$ cat config.mk
export PLATFORM = sky130hd
export DESIGN_NAME = ssr_read_port
export DESIGN_NICKNAME = d
export VERILOG_FILES = /design/src/rtl/ssr_pkg.sv /design/src/rtl/ssr_read_port.sv
export SDC_FILE = /design/constraint.sdc
export NUM_CORES = 1
export LEC_CHECK = 0
export ABC_AREA = 1
export BUFFER_PORTS_ARGS = -buffer_cell sky130_fd_sc_hd__buf_2
export CELL_PAD_IN_SITES_DETAIL_PLACEMENT = 1
export CELL_PAD_IN_SITES_GLOBAL_PLACEMENT = 1
export CORE_MARGIN = 5
export CORE_UTILIZATION = 35
export CTS_CLUSTER_DIAMETER = 40
export DETAILED_ROUTE_END_ITERATION = 6
export HOLD_SLACK_MARGIN = 0.1
export PLACE_DENSITY = 0.63
export SYNTH_ARGS = -nofsm -noshare
export SYNTH_HDL_FRONTEND = slang
export SYNTH_SLANG_ARGS = --single-unit
$ cat constraint.sdc
create_clock -name clk_i -period 1.9 [get_ports clk_i]
set_input_delay 0.095 -clock clk_i [delete_from_list [all_inputs] [get_ports clk_i]]
set_output_delay 0.095 -clock clk_i [all_outputs]
set_load 0.005 [all_outputs]
$ cat src/rtl/ssr_pkg.sv
package ssr_pkg;
   localparam int DATA_W = 18;
   localparam int ADDR_W = 4;
   localparam int DEPTH = 16;
   localparam int BURST_LEN = 4;
   localparam int FIFO_DEPTH = 2;
   localparam logic [2:0] BURST_CNT_RST = 3'h0;
   localparam logic [1:0] FIFO_CNT_RST = 2'h0;
   localparam logic [DATA_W-1:0] DATA_RST = 18'h00000;
   localparam logic [ADDR_W-1:0] ADDR_RST = 4'h0;

   typedef struct packed {
      logic [DATA_W-1:0] data;
   } ssr_word_t;

   typedef struct packed {
      logic k;
      logic k_n;
      logic c;
      logic c_n;
      logic sel_n;
   } ssr_link_t;

   // idle pin levels, so the edge finders see no false strobe after reset
   localparam ssr_link_t LINK_RST = 5'h0B;

   typedef enum logic [0:0] {
      SSR_IDLE,
      SSR_BURST
   } ssr_state_t;
endpackage : ssr_pkg

$ cat src/rtl/ssr_read_port.sv
`timescale 1ns/1ps
module ssr_read_port
(
   input wire logic clk_i,
   input wire logic arst_n_i,
   input wire ssr_pkg::ssr_link_t link_i,
   input wire logic [ssr_pkg::ADDR_W-1:0] addr_i,
   input wire logic single_clk_mode_i,
   input wire logic load_en_i,
   input wire logic [ssr_pkg::ADDR_W-1:0] load_addr_i,
   input wire ssr_pkg::ssr_word_t load_data_i,
   output logic [ssr_pkg::DATA_W-1:0] q_o,
   output logic q_oe_o
);
   import ssr_pkg::*;

   // ****************************************
   // input synchronisers
   // ****************************************
   ssr_link_t link_s1_r;
   ssr_link_t link_s2_r;
   ssr_link_t link_s3_r;
   logic [ADDR_W-1:0] addr_s1_r;
   logic [ADDR_W-1:0] addr_s2_r;
   logic mode_s1_r;
   logic mode_s2_r;

   // the address rides the same two stages so it lines up with the clock edge
   always_ff @(posedge clk_i or negedge arst_n_i)
   begin
      if (!arst_n_i)
      begin
         link_s1_r <= LINK_RST;
         link_s2_r <= LINK_RST;
         link_s3_r <= LINK_RST;
         addr_s1_r <= ADDR_RST;
         addr_s2_r <= ADDR_RST;
         mode_s1_r <= 1'b0;
         mode_s2_r <= 1'b0;
      end
      else
      begin
         link_s1_r <= link_i;
         link_s2_r <= link_s1_r;
         link_s3_r <= link_s2_r;
         addr_s1_r <= addr_i;
         addr_s2_r <= addr_s1_r;
         mode_s1_r <= single_clk_mode_i;
         mode_s2_r <= mode_s1_r;
      end
   end

   function automatic logic rise(input logic cur, input logic prev);
      rise = cur & ~prev;
   endfunction : rise

   function automatic logic burst_last(input logic [2:0] cnt);
      burst_last = (cnt == 3'(BURST_LEN - 1));
   endfunction : burst_last

   logic k_rise;
   logic pos_strobe;
   logic any_strobe;
   always_comb
   begin
      k_rise = rise(link_s2_r.k, link_s3_r.k);
      if (mode_s2_r)
      begin
         pos_strobe = k_rise;
         any_strobe = k_rise | rise(link_s2_r.k_n, link_s3_r.k_n);
      end
      else
      begin
         pos_strobe = rise(link_s2_r.c, link_s3_r.c);
         any_strobe = pos_strobe | rise(link_s2_r.c_n, link_s3_r.c_n);
      end
   end

   // ****************************************
   // array
   // ****************************************
   ssr_word_t mem_r [DEPTH];

   always_ff @(posedge clk_i)
   begin
      if (load_en_i)
      begin
         mem_r[load_addr_i] <= load_data_i;
      end
   end

   // ****************************************
   // request capture
   // ****************************************
   logic req;
   logic pend_r;
   logic [ADDR_W-1:0] pend_addr_r;
   ssr_state_t state_r;
   logic [2:0] cnt_r;
   logic [ADDR_W-1:0] rd_addr_r;
   logic push;
   logic fifo_ready;

   assign req = k_rise & ~link_s2_r.sel_n;

   logic take_pend;
   assign take_pend = (state_r == SSR_IDLE) |
      (push & burst_last(cnt_r));

   // one request may wait behind a running burst; bursts never overlap
   always_ff @(posedge clk_i or negedge arst_n_i)
   begin
      if (!arst_n_i)
      begin
         pend_r <= 1'b0;
         pend_addr_r <= ADDR_RST;
      end
      else if (req)
      begin
         pend_r <= 1'b1;
         pend_addr_r <= addr_s2_r;
      end
      else if (pend_r & take_pend)
      begin
         pend_r <= 1'b0;
      end
   end

   // ****************************************
   // burst reader
   // ****************************************
   assign push = (state_r == SSR_BURST) & fifo_ready;

   always_ff @(posedge clk_i or negedge arst_n_i)
   begin
      if (!arst_n_i)
      begin
         state_r <= SSR_IDLE;
         cnt_r <= BURST_CNT_RST;
         rd_addr_r <= ADDR_RST;
      end
      else
      begin
         case (state_r)
            SSR_IDLE:
            begin
               if (pend_r)
               begin
                  state_r <= SSR_BURST;
                  cnt_r <= BURST_CNT_RST;
                  rd_addr_r <= pend_addr_r;
               end
            end
            SSR_BURST:
            begin
               if (push)
               begin
                  rd_addr_r <= rd_addr_r + 4'h1;
                  cnt_r <= cnt_r + 3'h1;
                  if (burst_last(cnt_r))
                  begin
                     if (pend_r)
                     begin
                        cnt_r <= BURST_CNT_RST;
                        rd_addr_r <= pend_addr_r;
                     end
                     else
                     begin
                        state_r <= SSR_IDLE;
                     end
                  end
               end
            end
            default:
            begin
               state_r <= SSR_IDLE;
            end
         endcase
      end
   end

   // ****************************************
   // two-entry buffer
   // ****************************************
   ssr_word_t fifo_r [FIFO_DEPTH];
   logic [1:0] fifo_cnt_r;
   logic wr_ptr_r;
   logic rd_ptr_r;
   logic fifo_valid;
   logic pop;

   assign fifo_ready = (fifo_cnt_r != 2'(FIFO_DEPTH));
   assign fifo_valid = (fifo_cnt_r != FIFO_CNT_RST);
   assign pop = any_strobe & fifo_valid;

   always_ff @(posedge clk_i or negedge arst_n_i)
   begin
      if (!arst_n_i)
      begin
         fifo_cnt_r <= FIFO_CNT_RST;
         wr_ptr_r <= 1'b0;
         rd_ptr_r <= 1'b0;
      end
      else
      begin
         if (push)
         begin
            wr_ptr_r <= ~wr_ptr_r;
         end
         if (pop)
         begin
            rd_ptr_r <= ~rd_ptr_r;
         end
         if (push & ~pop)
         begin
            fifo_cnt_r <= fifo_cnt_r + 2'h1;
         end
         else if (pop & ~push)
         begin
            fifo_cnt_r <= fifo_cnt_r - 2'h1;
         end
      end
   end

   always_ff @(posedge clk_i)
   begin
      if (push)
      begin
         fifo_r[wr_ptr_r] <= mem_r[rd_addr_r];
      end
   end

   // ****************************************
   // output launch
   // ****************************************
   logic busy;
   assign busy = pend_r | (state_r == SSR_BURST) | fifo_valid;

   always_ff @(posedge clk_i or negedge arst_n_i)
   begin
      if (!arst_n_i)
      begin
         q_o <= DATA_RST;
         q_oe_o <= 1'b0;
      end
      else if (pop)
      begin
         q_o <= fifo_r[rd_ptr_r].data;
         q_oe_o <= 1'b1;
      end
      else if (pos_strobe & ~busy)
      begin
         q_oe_o <= 1'b0;
      end
   end
endmodule : ssr_read_port

# == Word level (Yosys, flattened, before mapping) ==
# Memories as Yosys holds them, arrays and structs flattened. A register that Yosys moved wholly into a read port is not among the register bits.
# Cells that the tools add are included.
# Widths: inputs -> output; s select.
# classes
addsub,4
n_eq_ne,4
mux,26
bitwise,28
reduce_logical,6
# ops
cell,n
$mux 4,4
$mux 1,13
$and 1x1->1,12
$mux 3,4
$not 1->1,11
$pmux 4 s2,1
$reduce_bool 2->1,4
$pmux 3 s2,1
$or 1x1->1,5
$add 4x1->4 const B,1
$mux 2,2
$ne 2x2->1 const B,2
$add 3x1->3 const B,1
$eq 3x2->1 const B,1
$add 2x1->2 const B,1
$ne 2x1->1 const B,1
$pmux 1 s2,1
$reduce_and 2->1,1
$sub 2x1->2 const B,1
$logic_not 1->1,1
# totals
regBits,42
mem_bits_rw,324
in_bits,35
output_inout_bits,19
mem_count,2
# memory_table
name,words,word_bits,rd,rd_ports_with_merged_regs,wr,line,source
mem_r,16,18,1,0,1,ssr_read_port.sv:82,ssr_word_t mem_r [DEPTH];
fifo_r,2,18,1,1,1,ssr_read_port.sv:185,ssr_word_t fifo_r [FIFO_DEPTH];

# == Depth between registers and ports, before layout ==
# Gate-level depths: netlist of the first run.
# logic_depth
depth_word,8
ltp_mapped,9
ltp_nobuf,9

# == Worst setup path after synthesis of the first run ==
# OpenSTA, ideal clock, no wires.
# synth_timing
path_type,register to register
start,reg fifo_cnt_r[0]
end,mem fifo_r[1][0] (netlist name) (enable)
arrival_time_ps,1396
t_required_ps,1506
setup_slack_ps,110
stages_incl_launch_ff,5
path_buffers,0
cell_sequence,dfrtp_1 > inv_1 > nand2_1 > nand2_1 > nor2_1
# synth_via
elab_chain_cells,4
# synth_lines
item,line,source
from (decl),ssr_read_port.sv:186,logic [1:0] fifo_cnt_r;
from (signal assigned),ssr_read_port.sv:216,fifo_cnt_r <= fifo_cnt_r + 2'h1;
from (signal assigned),ssr_read_port.sv:220,fifo_cnt_r <= fifo_cnt_r - 2'h1;
$ne 2x2->1,ssr_read_port.sv:192,assign fifo_ready = (fifo_cnt_r != 2'(FIFO_DEPTH));
$and 1x1->1,ssr_read_port.sv:132,assign push = (state_r == SSR_BURST) & fifo_ready;
$mux 1,ssr_read_port.sv:227,if (push)
$mux 1 (not written as such),ssr_read_port.sv:229,fifo_r[wr_ptr_r] <= mem_r[rd_addr_r];
to (decl),ssr_read_port.sv:185,
# No other way between the ends.

# == Final worst setup path of the first run ==
# layout_timing
start,reg rd_addr_r[0]
end,"mem fifo_r[0][0] (netlist name), data pin"
# layout_via
elab_chain_cells,1
# layout_lines
item,line,source
from (decl),ssr_read_port.sv:100,logic [ADDR_W-1:0] rd_addr_r;
from (signal assigned),ssr_read_port.sv:151,rd_addr_r <= pend_addr_r;
from (signal assigned),ssr_read_port.sv:158,rd_addr_r <= rd_addr_r + 4'h1;
from (signal assigned),ssr_read_port.sv:165,rd_addr_r <= pend_addr_r;
$mem_v2 16x18,-,
# No other way between the ends.

==> results of run 1 <==
-- metal layers --
metal	GRT usage	vias to the layer above
met4	0.05000	0
met2	0.3040	195
met5	0	-
met1	0.2129	5307
li1	-	5165
met3	0.03237	82
-- Yosys cell counts, drive strengths merged --
library cell	n
o21ai	10
buf	59
nor3	1
nand2	510
inv	240
nand4	20
o211ai	1
edfxtp	324
or2	1
xnor2	2
nand3	225
xor2	1
a21oi	4
clkinv	2
clkbuf	10
dfrtp	52
ha	3
nor2	30
dfstp	8
-- where the power goes --
group | internal, mW | switching (mW) | leakage (nW)
clock network | 6.64 | 3.97 | 0.937
logic | 2.80 | 5.79 | 3.93
registers | 10.5 | 0.369 | 3.65
-- worst max path at each step --
stage                              from       endpoint  slack (ns)  cells past startpoint
after floorplan           fifo_cnt_r[0]   fifo_r[1][0]        0.11                      4
after global placement     link_s2_r[1]  fifo_cnt_r[1]        0.11                      7
after detailed placement   rd_addr_r[0]  fifo_r[1][12]        0.16                      7
after CTS                  link_s2_r[1]  fifo_cnt_r[1]        0.14                      7
after global routing       link_s2_r[1]  fifo_cnt_r[1]        0.03                      7
final                      rd_addr_r[0]   fifo_r[0][0]        0.13                      7
-- cell type report --
| cell class | count | area [um^2] |
|---|---|---|
| Multi-Input combinational cell | 808 | 3475 |
| Antenna cell | 2 | 5.005 |
| Tap cell | 600 | 750.7 |
| Sequential cell | 384 | 11250 |
| Inverter | 242 | 910.9 |
| Fill cell | 4937 | 25750 |
| Timing Repair Buffer | 148 | 1296 |
| Clock inverter | 46 | 510.5 |
| Clock buffer | 60 | 1438 |
-- state kept, by name, summed over array words and instances, names as in the netlist --
name and count:
fifo_r 36, mem_r 288, mode_s2_r 1, rd_addr_r 4, wr_ptr_r 1, cnt_r 3, rd_ptr_r 1, addr_s2_r 4
state_r 1, link_s2_r 5, pend_r 1, addr_s1_r 4, q_o 18, pend_addr_r 4, q_oe_o 1, fifo_cnt_r 2
link_s3_r 4, mode_s1_r 1, link_s1_r 5
-- worst max-delay path, stage by stage, from the launching register on --
cell and delay (ns):
dfrtp_4 0.51, inv_4 0.14, buf_12 0.23, nand2_1 0.09, nand3_1 0.10, nand3_1 0.08
nand3_1 0.08, nand2_1 0.19
-- cell families (layout without fill, tap and decap cells) --
family | count (synthesis) | count (layout) | share of synthesized area
AOI/OAI and AO/OA | 15 | 15 | 0.005075
buffers and inverters | 311 | 496 | 0.08432
other | 0 | 2 | 0
and+or+nand+nor | 787 | 787 | 0.2052
adders and majority gates | 3 | 3 | 0.002342
DFF | 384 | 384 | 0.7014
xor gates and xnor gates | 3 | 3 | 0.001640
-- through the flow --
step                      total power, mW  setup WS, ns
after detailed placement            19.60        0.1570
after CTS                           30.38        0.1448
final                               30.02        0.1346
after floorplan                     16.50        0.1099
after global routing                31.73       0.02939
after global placement              19.37        0.1085
==> impl_metrics.yaml, run 1 <==
clock_tree:
  cts_root_buf: "clkbuf_16"
  cts_hold_buf: 37
  cts_resized: 0
  clock-sinks: 384
  path_clk_slew_ns: 0.06
  h-tree-depth: 2
  clock_latency_ns: 0.60
  cts_tree: "built"
  cts.path.max_buffers: 3
  post_cts_buffers: 0
  cts_buffers: 57
floorplanning:
  start_util: 0.3532
  row_count: 78
  die_x_um: 224.0
  die_area_um2: 50170
  die_h_um: 224.0
  core_area_um2: 45380
  ios: 54
cells_and_area:
  final_cell_mix: "nand2_1, edfxtp_1, inv_1, nand3_1, clkbuf_16"
  layout.nets: 1679
  final_cell_area_um2: 19630
  stdcell_count: 2290
  areaGrowthSynthToFinish_pct: 22.49
  final_util: 0.4326
  layout_commonest_cell: "nand2_1"
  layout-drive-gt1-share: 0.1410
timing:
  hold_viol: 0
  fin_crit_sh: 0.9291
  fmax_mhz: 566.5
  tightest_slew_ns: 0.9897
  setup_viol: 0
  fin_hold_ws_ns: 0.1310
  setup-tns-final_ns: 0
  rsz0062_at_grt: "false"
  slew_viol_final: 0
  finalCriticalPeriod_ns: 1.765
  slew_headroom: 0.3380
  clock_skew_ns: 0.02116
global_routing:
  grt_pass1_vias: 11492
  grt_pass1_wl_mm: 66.03
  antenna_found_initial: 3
  grt_max_degree: 52
  gr-total-overflow: 0
  track_usage: 0.1710
synth:
  syn_avg_cell_area_um2: 10.66
  synth.area.top_cells: "edfxtp_1, nand2_1, dfrtp_1, nand3_1, inv_1"
  yosysSeqAreaShare: 0.7014
  synth_top_area_frac: 0.6071
  synth_fp_nets: 1541
  ys_types: 27
  yosysTopAreaCell: "edfxtp_1"
  synth_area_um2: 16030
  yosysWarnings: 0
  syn_inst: 1503
  ys_ff_latch: 384
worst_setup_path:
  arrival_ns: 2.05
  cp-end-kind: "register"
  r2r_end: "fifo_r[0][0]"
  r2r_start: "rd_addr_r[0]"
  worstPathMaxFanout: 39
  reg2reg_depth: 7
  worst_setup_path_start_kind: "register"
  reg2reg_slack_ns: 0.13
  critical_path_class: "reg -> reg"
  cp.required_ns: 2.18
place:
  dp.cells: 2145
  placed_area_um2: 17310
  post-dp-hpwl_mm: 24.43
  numPortBuffers: 53
  place_congestion: 0.7378
drt:
  viasPerCell: 4.694
  wirelength_mm: 42.36
  wire_per_inst_um: 18.50
  ant_nets: 0
  drt_iter0_markers: 456
  met3_length_mm: 1.930
  route.met2.wl_mm: 21.47
  vias: 10749
  top_layer: "met4"
  wl_met1_mm: 17.94
  firstDrtPassIters: 4
  drc_errors: 0
min_path:
  hp-start: "addr_i[2]"
  hold_path.class: "in -> reg"
  min_delay_path_depth: 2
  hold_path_end: "addr_s1_r[2]"
pwr:
  power.density_nw_per_um2: 1529
  p_leak_nw: 8.514
  irDropWorstVdd_mv: 0.8298
outcome:
  status: "finished, final reports clean"
run:
  maxCapViolCount: 0
No activity file was read; power rests on OpenSTA's default activity.
==> inputs of run 2 (changes only) <==
Settings changed: CTS_BUF_LIST set to sky130_fd_sc_hd__clkbuf_8, PLACE_DENSITY 0.63 to 0.6.
Clock period 1.9 ns to 1.7 ns, I/O delays scaled along.
==> impl_metrics.yaml, run 2 (synthesis results as in run 1) <==
cells_and_area:
  multiInputGateArea_um2: 3531
  top_regs: "mem_r (288), fifo_r (36), q_o (18)"
  layout_commonest_cell: "nand2_1"
  final_cell_mix: "nand2_1, edfxtp_1, inv_1, nand3_1, clkbuf_8"
  largest_reg_flops: 288
  top_register: "mem_r"
  areaGrowthSynthToFinish_pct: 22.75
  seq_area_um2: 11250
  fill_cells: 4951
  layout-drive-gt1-share: 0.1530
  stdcell_count: 2334
  final_util: 0.4335
  layout.nets: 1715
clock_tree:
  cts_tree: "built"
  path_clk_slew_ns: 0.06
  h-tree-depth: 3
  cts_buffers: 75
  clock_latency_ns: 0.63
  cts_root_buf: "clkbuf_8"
  clock-sinks: 384
  cts.path.max_buffers: 3
drt:
  vias: 10949
  drt_iter0_markers: 663
  ant_nets: 0
  route.met2.wl_mm: 21.45
  viasPerCell: 4.691
  wl_met1_mm: 19.99
  wirelength_mm: 44.37
  top_layer: "met4"
  drc_errors: 0
  firstDrtPassIters: 4
  wire_per_inst_um: 19.01
  met3_length_mm: 1.863
place:
  dp.cells: 2147
  pre_cts_slack_ns: -0.008263
  place_congestion: 0.7335
  post-dp-hpwl_mm: 25.59
  numPortBuffers: 53
pwr:
  p_leak_nw: 8.571
  power_frac_comb: 0.330
  swShare: 0.3521
  power_mw: 32.10
  irDropWorstVdd_mv: 0.8517
  power.net_switching_mw: 11.30
  internal_power_mw: 20.80
  p_clk_frac: 0.293
  seq_power_share: 0.377
  power.density_nw_per_um2: 1632
floorplanning:
  die_x_um: 224.0
  start_util: 0.3532
  core_area_um2: 45380
  die_area_um2: 50170
  ios: 54
  die_h_um: 224.0
  row_count: 78
timing:
  rsz0062_at_grt: "true"
  clock_skew_ns: 0.02033
  hold_viol: 0
  fin_ws_ns: 0.04706
  fin_crit_sh: 0.9723
  slew_headroom: 0.4307
  setup_viol: 0
  slew_viol_final: 0
  fmax_mhz: 605.0
  finalCriticalPeriod_ns: 1.653
  tightest_slew_ns: 0.8511
global_routing:
  grt_pass1_wl_mm: 68.37
  gr-total-overflow: 0
  antenna_found_initial: 3
  grt_pass1_vias: 11723
  track_usage: 0.1776
  grt_max_degree: 46
worst_setup_path:
  critPathMaxStageDelay_ns: 0.53
  cp_cell_sequence: "inv_2 -> o211ai_1 -> nand3_2 -> ha_4 -> a21oi_2 -> o21ai_1 -> xor2_1"
  reg2reg_depth: 7
  cp.required_ns: 2.19
  cp-end-kind: "register"
  critical_path_class: "reg -> reg"
  worst_setup_path_start_kind: "register"
  r2r_end: "fifo_cnt_r[1]"
  r2r_start: "link_s2_r[1]"
  reg2reg_slack_ns: 0.05
  arrival_ns: 2.14
  cpMaxStageDelayCell: "dfstp_2"
  worstPathMaxFanout: 2
outcome:
  status: "finished, final reports clean"
min_path:
  hold_path.class: "in -> reg"
  hp-start: "load_addr_i[1]"
  min_delay_path_depth: 4
  hold_path_end: "mem_r[1][13]"
run:
  maxCapViolCount: 0
run 2: cell types whose count changed in the layout (fill, tap and decap cells not counted), moves of 5 or more:
cell,previous run,this run
clkinv_4,7,2
nand2_2,0,8
inv_6,7,0
clkbuf_8,0,81
buf_6,0,5
buf_4,40,27
nand2_1,510,502
buf_12,18,29
dlygate4sd3_1,37,48
inv_1,237,258
clkbuf_16,57,2
run 2: power groups by stage:
stage               logic (mW)  registers [mW]  clock network [mW]
finish                    10.6            12.1                9.41
global route              11.7            12.2                10.2
CTS                       10.4            12.1                9.71
detailed placement        10.2            12.3                   0
global placement          9.99            12.2                   0
floorplan                 6.31            12.2                   0
run 2: worst max path at each step:
stage	from	depth (start not counted)	to	slack (ns)
3_3_place_gp	link_s2_r[1]	7	fifo_cnt_r[1]	0.007
2_1_floorplan	link_s2_r[1]	8	fifo_cnt_r[1]	0.03
3_5_place_dp	link_s2_r[1]	7	fifo_cnt_r[1]	-0.008
5_1_grt	link_s2_r[1]	7	fifo_cnt_r[1]	-0.03
6_report	link_s2_r[1]	7	fifo_cnt_r[1]	0.05
4_1_cts	link_s2_r[1]	7	fifo_cnt_r[1]	-0.003
run 2: what timing repair did:
item | 4_1_cts | 5_1_grt
hold buffers | 49 | 0
gates cloned | 0 | 2
setup buffers | 0 | 3
hold endpoints to repair | 371 | 0
setup endpoints to repair | 5 | 52
resized for setup | 5 | 19
pin swaps | 0 | 3
run 2: per-layer routing:
metal | vias up | GRT usage
li1 | 5238 | -
met1 | 5438 | 0.2323
met2 | 189 | 0.2999
met3 | 84 | 0.03866
met4 | 0 | 0.05040
met5 | - | 0
run 2: per-stage QoR:
step	hold WS [ns]	setup TNS, ns	area, um^2
after floorplan	-0.2106	0	16050
after global placement	0.07523	0	17500
after detailed placement	0.06820	-0.008263	17500
after CTS	0.1377	-0.002618	19540
after global routing	0.1320	-0.03217	19670
final	0.1320	0	19670
run 2: worst max-delay path: cells and delay by family (launching register included):
kind	cells	cell delay, ns
DFF	1	0.53
and+or+nand+nor	1	0.15
adders and majority gates	1	0.25
buffers and inverters	1	0.03
AOI/OAI and AO/OA	3	0.42
xor gates and xnor gates	1	0.15
run 2: area by class of cell:
| class | count | share of cell area |
|---|---|---|
| Sequential cell | 384 | 0.5716 |
| Multi-Input combinational cell | 808 | 0.1795 |
| Inverter | 242 | 0.04681 |
| Timing Repair Buffer | 166 | 0.08593 |
| Clock buffer | 81 | 0.05667 |
| Tap cell | 600 | 0.03816 |
| Clock inverter | 51 | 0.02105 |
| Antenna cell | 2 | 0.0002544 |
==> inputs of run 3 (changes only) <==
==> constraint.sdc (replaced) <==
create_clock -name clk_i -period 1.7 [get_ports clk_i]
set_input_delay 0.17 -clock clk_i [delete_from_list [all_inputs] [get_ports clk_i]]
set_output_delay 0.17 -clock clk_i [all_outputs]
set_load 0.005 [all_outputs]
==> impl_metrics.yaml, run 3 (synthesis results as in run 1) <==
timing:
  finalCriticalPeriod_ns: 1.676
  fin_crit_sh: 0.9860
  tightest_slew_ns: 0.3782
  hold_viol: 0
  slew_headroom: 0.7478
  slew_viol_final: 0
  setup_viol: 0
  fin_hold_ws_ns: 0.1573
  fmax_mhz: 596.6
  rsz0062_at_grt: "true"
  clock_skew_ns: 0.04130
floorplanning:
  core_area_um2: 45380
  die_h_um: 224.0
  ios: 54
  row_count: 78
  start_util: 0.3532
  die_area_um2: 50170
  die_x_um: 224.0
clock_tree:
  h-tree-depth: 3
  clock_latency_ns: 0.63
  path_clk_slew_ns: 0.05
  cts_buffers: 75
  cts.path.max_buffers: 3
  clock-sinks: 384
  cts_tree: "built"
  cts_root_buf: "clkbuf_8"
worst_setup_path:
  worst_setup_path_start_kind: "register"
  arrival_ns: 2.17
  critical_path_class: "reg -> reg"
  reg2reg_depth: 7
  cp-end-kind: "register"
  cp.required_ns: 2.19
  r2r_end: "fifo_cnt_r[1]"
  worstPathMaxFanout: 2
  r2r_start: "link_s2_r[1]"
  reg2reg_slack_ns: 0.02
min_path:
  hold_path.class: "in -> reg"
  hp-start: "load_addr_i[2]"
  hold_path_end: "mem_r[0][15]"
  min_delay_path_depth: 4
drt:
  drt_iter0_markers: 635
  viasPerCell: 4.709
  drc_errors: 0
  vias: 10892
  firstDrtPassIters: 5
  wire_per_inst_um: 18.58
  wirelength_mm: 42.98
  ant_nets: 0
cells_and_area:
  layout_commonest_cell: "nand2_1"
  areaGrowthSynthToFinish_pct: 21.51
  final_cell_area_um2: 19470
  multiInputGateArea_um2: 3552
  top_register: "mem_r"
  top_regs: "mem_r (288), fifo_r (36), q_o (18)"
  layout-drive-gt1-share: 0.1595
  largest_reg_flops: 288
  final_cell_mix: "nand2_1, edfxtp_1, inv_1, nand3_1, clkbuf_8"
  seq_area_um2: 11250
  layout.nets: 1697
  fill_cells: 5039
pwr:
  power.net_switching_mw: 11.19
  power_frac_comb: 0.334
  swShare: 0.3521
  p_leak_nw: 8.496
  power.density_nw_per_um2: 1633
  power_mw: 31.79
  seq_power_share: 0.381
  irDropWorstVdd_mv: 0.9981
  p_clk_frac: 0.285
  internal_power_mw: 20.60
run:
  maxCapViolCount: 0
place:
  numPortBuffers: 53
  placed_area_um2: 17560
  place_congestion: 0.7251
  post-dp-hpwl_mm: 24.92
global_routing:
  antenna_found_initial: 0
  grt_pass1_wl_mm: 66.57
  track_usage: 0.1717
  gr-total-overflow: 0
  grt_pass1_vias: 11445
  grt_max_degree: 61
outcome:
  status: "finished, final reports clean"
run 3: cell types whose count changed in the layout (fill, tap and decap cells not counted), moves of 3 or more:
| cell | before | now |
|---|---|---|
| buf_12 | 29 | 32 |
| inv_1 | 258 | 255 |
| clkinvlp_4 | 6 | 2 |
| nand2_2 | 8 | 12 |
| clkinv_2 | 5 | 11 |
| nand2_1 | 502 | 498 |
| dlygate4sd3_1 | 48 | 30 |
run 3: what timing repair did:
| item | 4_1_cts | 5_1_grt |
|---|---|---|
| resized for setup | 4 | 23 |
| pin swaps | 3 | 7 |
| cloned | 0 | 2 |
| endpoints found under the setup margin | 5 | 32 |
| buffers inserted | 1 | 0 |
| hold endpoints to repair | 358 | 0 |
| hold buffers | 30 | 0 |
run 3: power by group through the flow:
| stage | sequential [mW] | clock (mW) | combinational [mW] |
|---|---|---|---|
| finish | 12.1 | 9.07 | 10.6 |
| floorplan | 12.2 | 0 | 6.31 |
| global placement | 12.3 | 0 | 9.96 |
| CTS | 12.1 | 9.36 | 10.3 |
| detailed placement | 12.3 | 0 | 10.1 |
| global route | 12.2 | 9.83 | 11.8 |
run 3: worst max-delay path by stage:
stage | start | endpoint | cells after the start
after floorplan | link_s2_r[1] | fifo_cnt_r[1] | 8
after global placement | link_s2_r[1] | fifo_cnt_r[1] | 7
after detailed placement | link_s2_r[1] | fifo_cnt_r[1] | 7
after CTS | rd_addr_r[0] | fifo_r[0][6] | 9
after global routing | rd_addr_r[0] | fifo_r[0][17] | 8
final | link_s2_r[1] | fifo_cnt_r[1] | 7
run 3: per-stage QoR:
stage / util / setup TNS, ns / setup WS [ns] / std cells
after global placement: 0.3868 / 0 / 0.02060 / 2149
after global routing: 0.4291 / -0.1783 / -0.03774 / 2312
after CTS: 0.4262 / 0 / 0.001172 / 2310
after detailed placement: 0.3868 / -0.05226 / -0.05226 / 2149
after floorplan: - / 0 / 0.03020 / 1503
final: 0.4291 / 0 / 0.02383 / 2313
run 3: final cells by class:
class | instances | share of cell area
Clock inverter | 49 | 0.01805
Timing Repair Buffer | 148 | 0.07909
Antenna cell | 1 | 0.0001285
Clock buffer | 81 | 0.05725
Inverter | 242 | 0.04703
Sequential cell | 384 | 0.5775
Multi-Input combinational cell | 808 | 0.1824
Tap cell | 600 | 0.03855
run 3: per-layer routing:
layer | vias to the layer above | track usage | routed length, um
met1 | 5425 | 0.2211 | 19190
met4 | 0 | 0.04644 | 879
li1 | 5203 | - | -
met5 | - | 0 | 0
met3 | 72 | 0.03473 | 1600
met2 | 192 | 0.2967 | 21310
run 3: worst max-delay path: stages, from the launching register on:
cell      delay [ns]
dfstp_2         0.53
inv_2           0.03
o211ai_1        0.24
nand3_2         0.16
ha_4            0.25
a21oi_4         0.12
o21ai_2         0.08
xor2_1          0.14
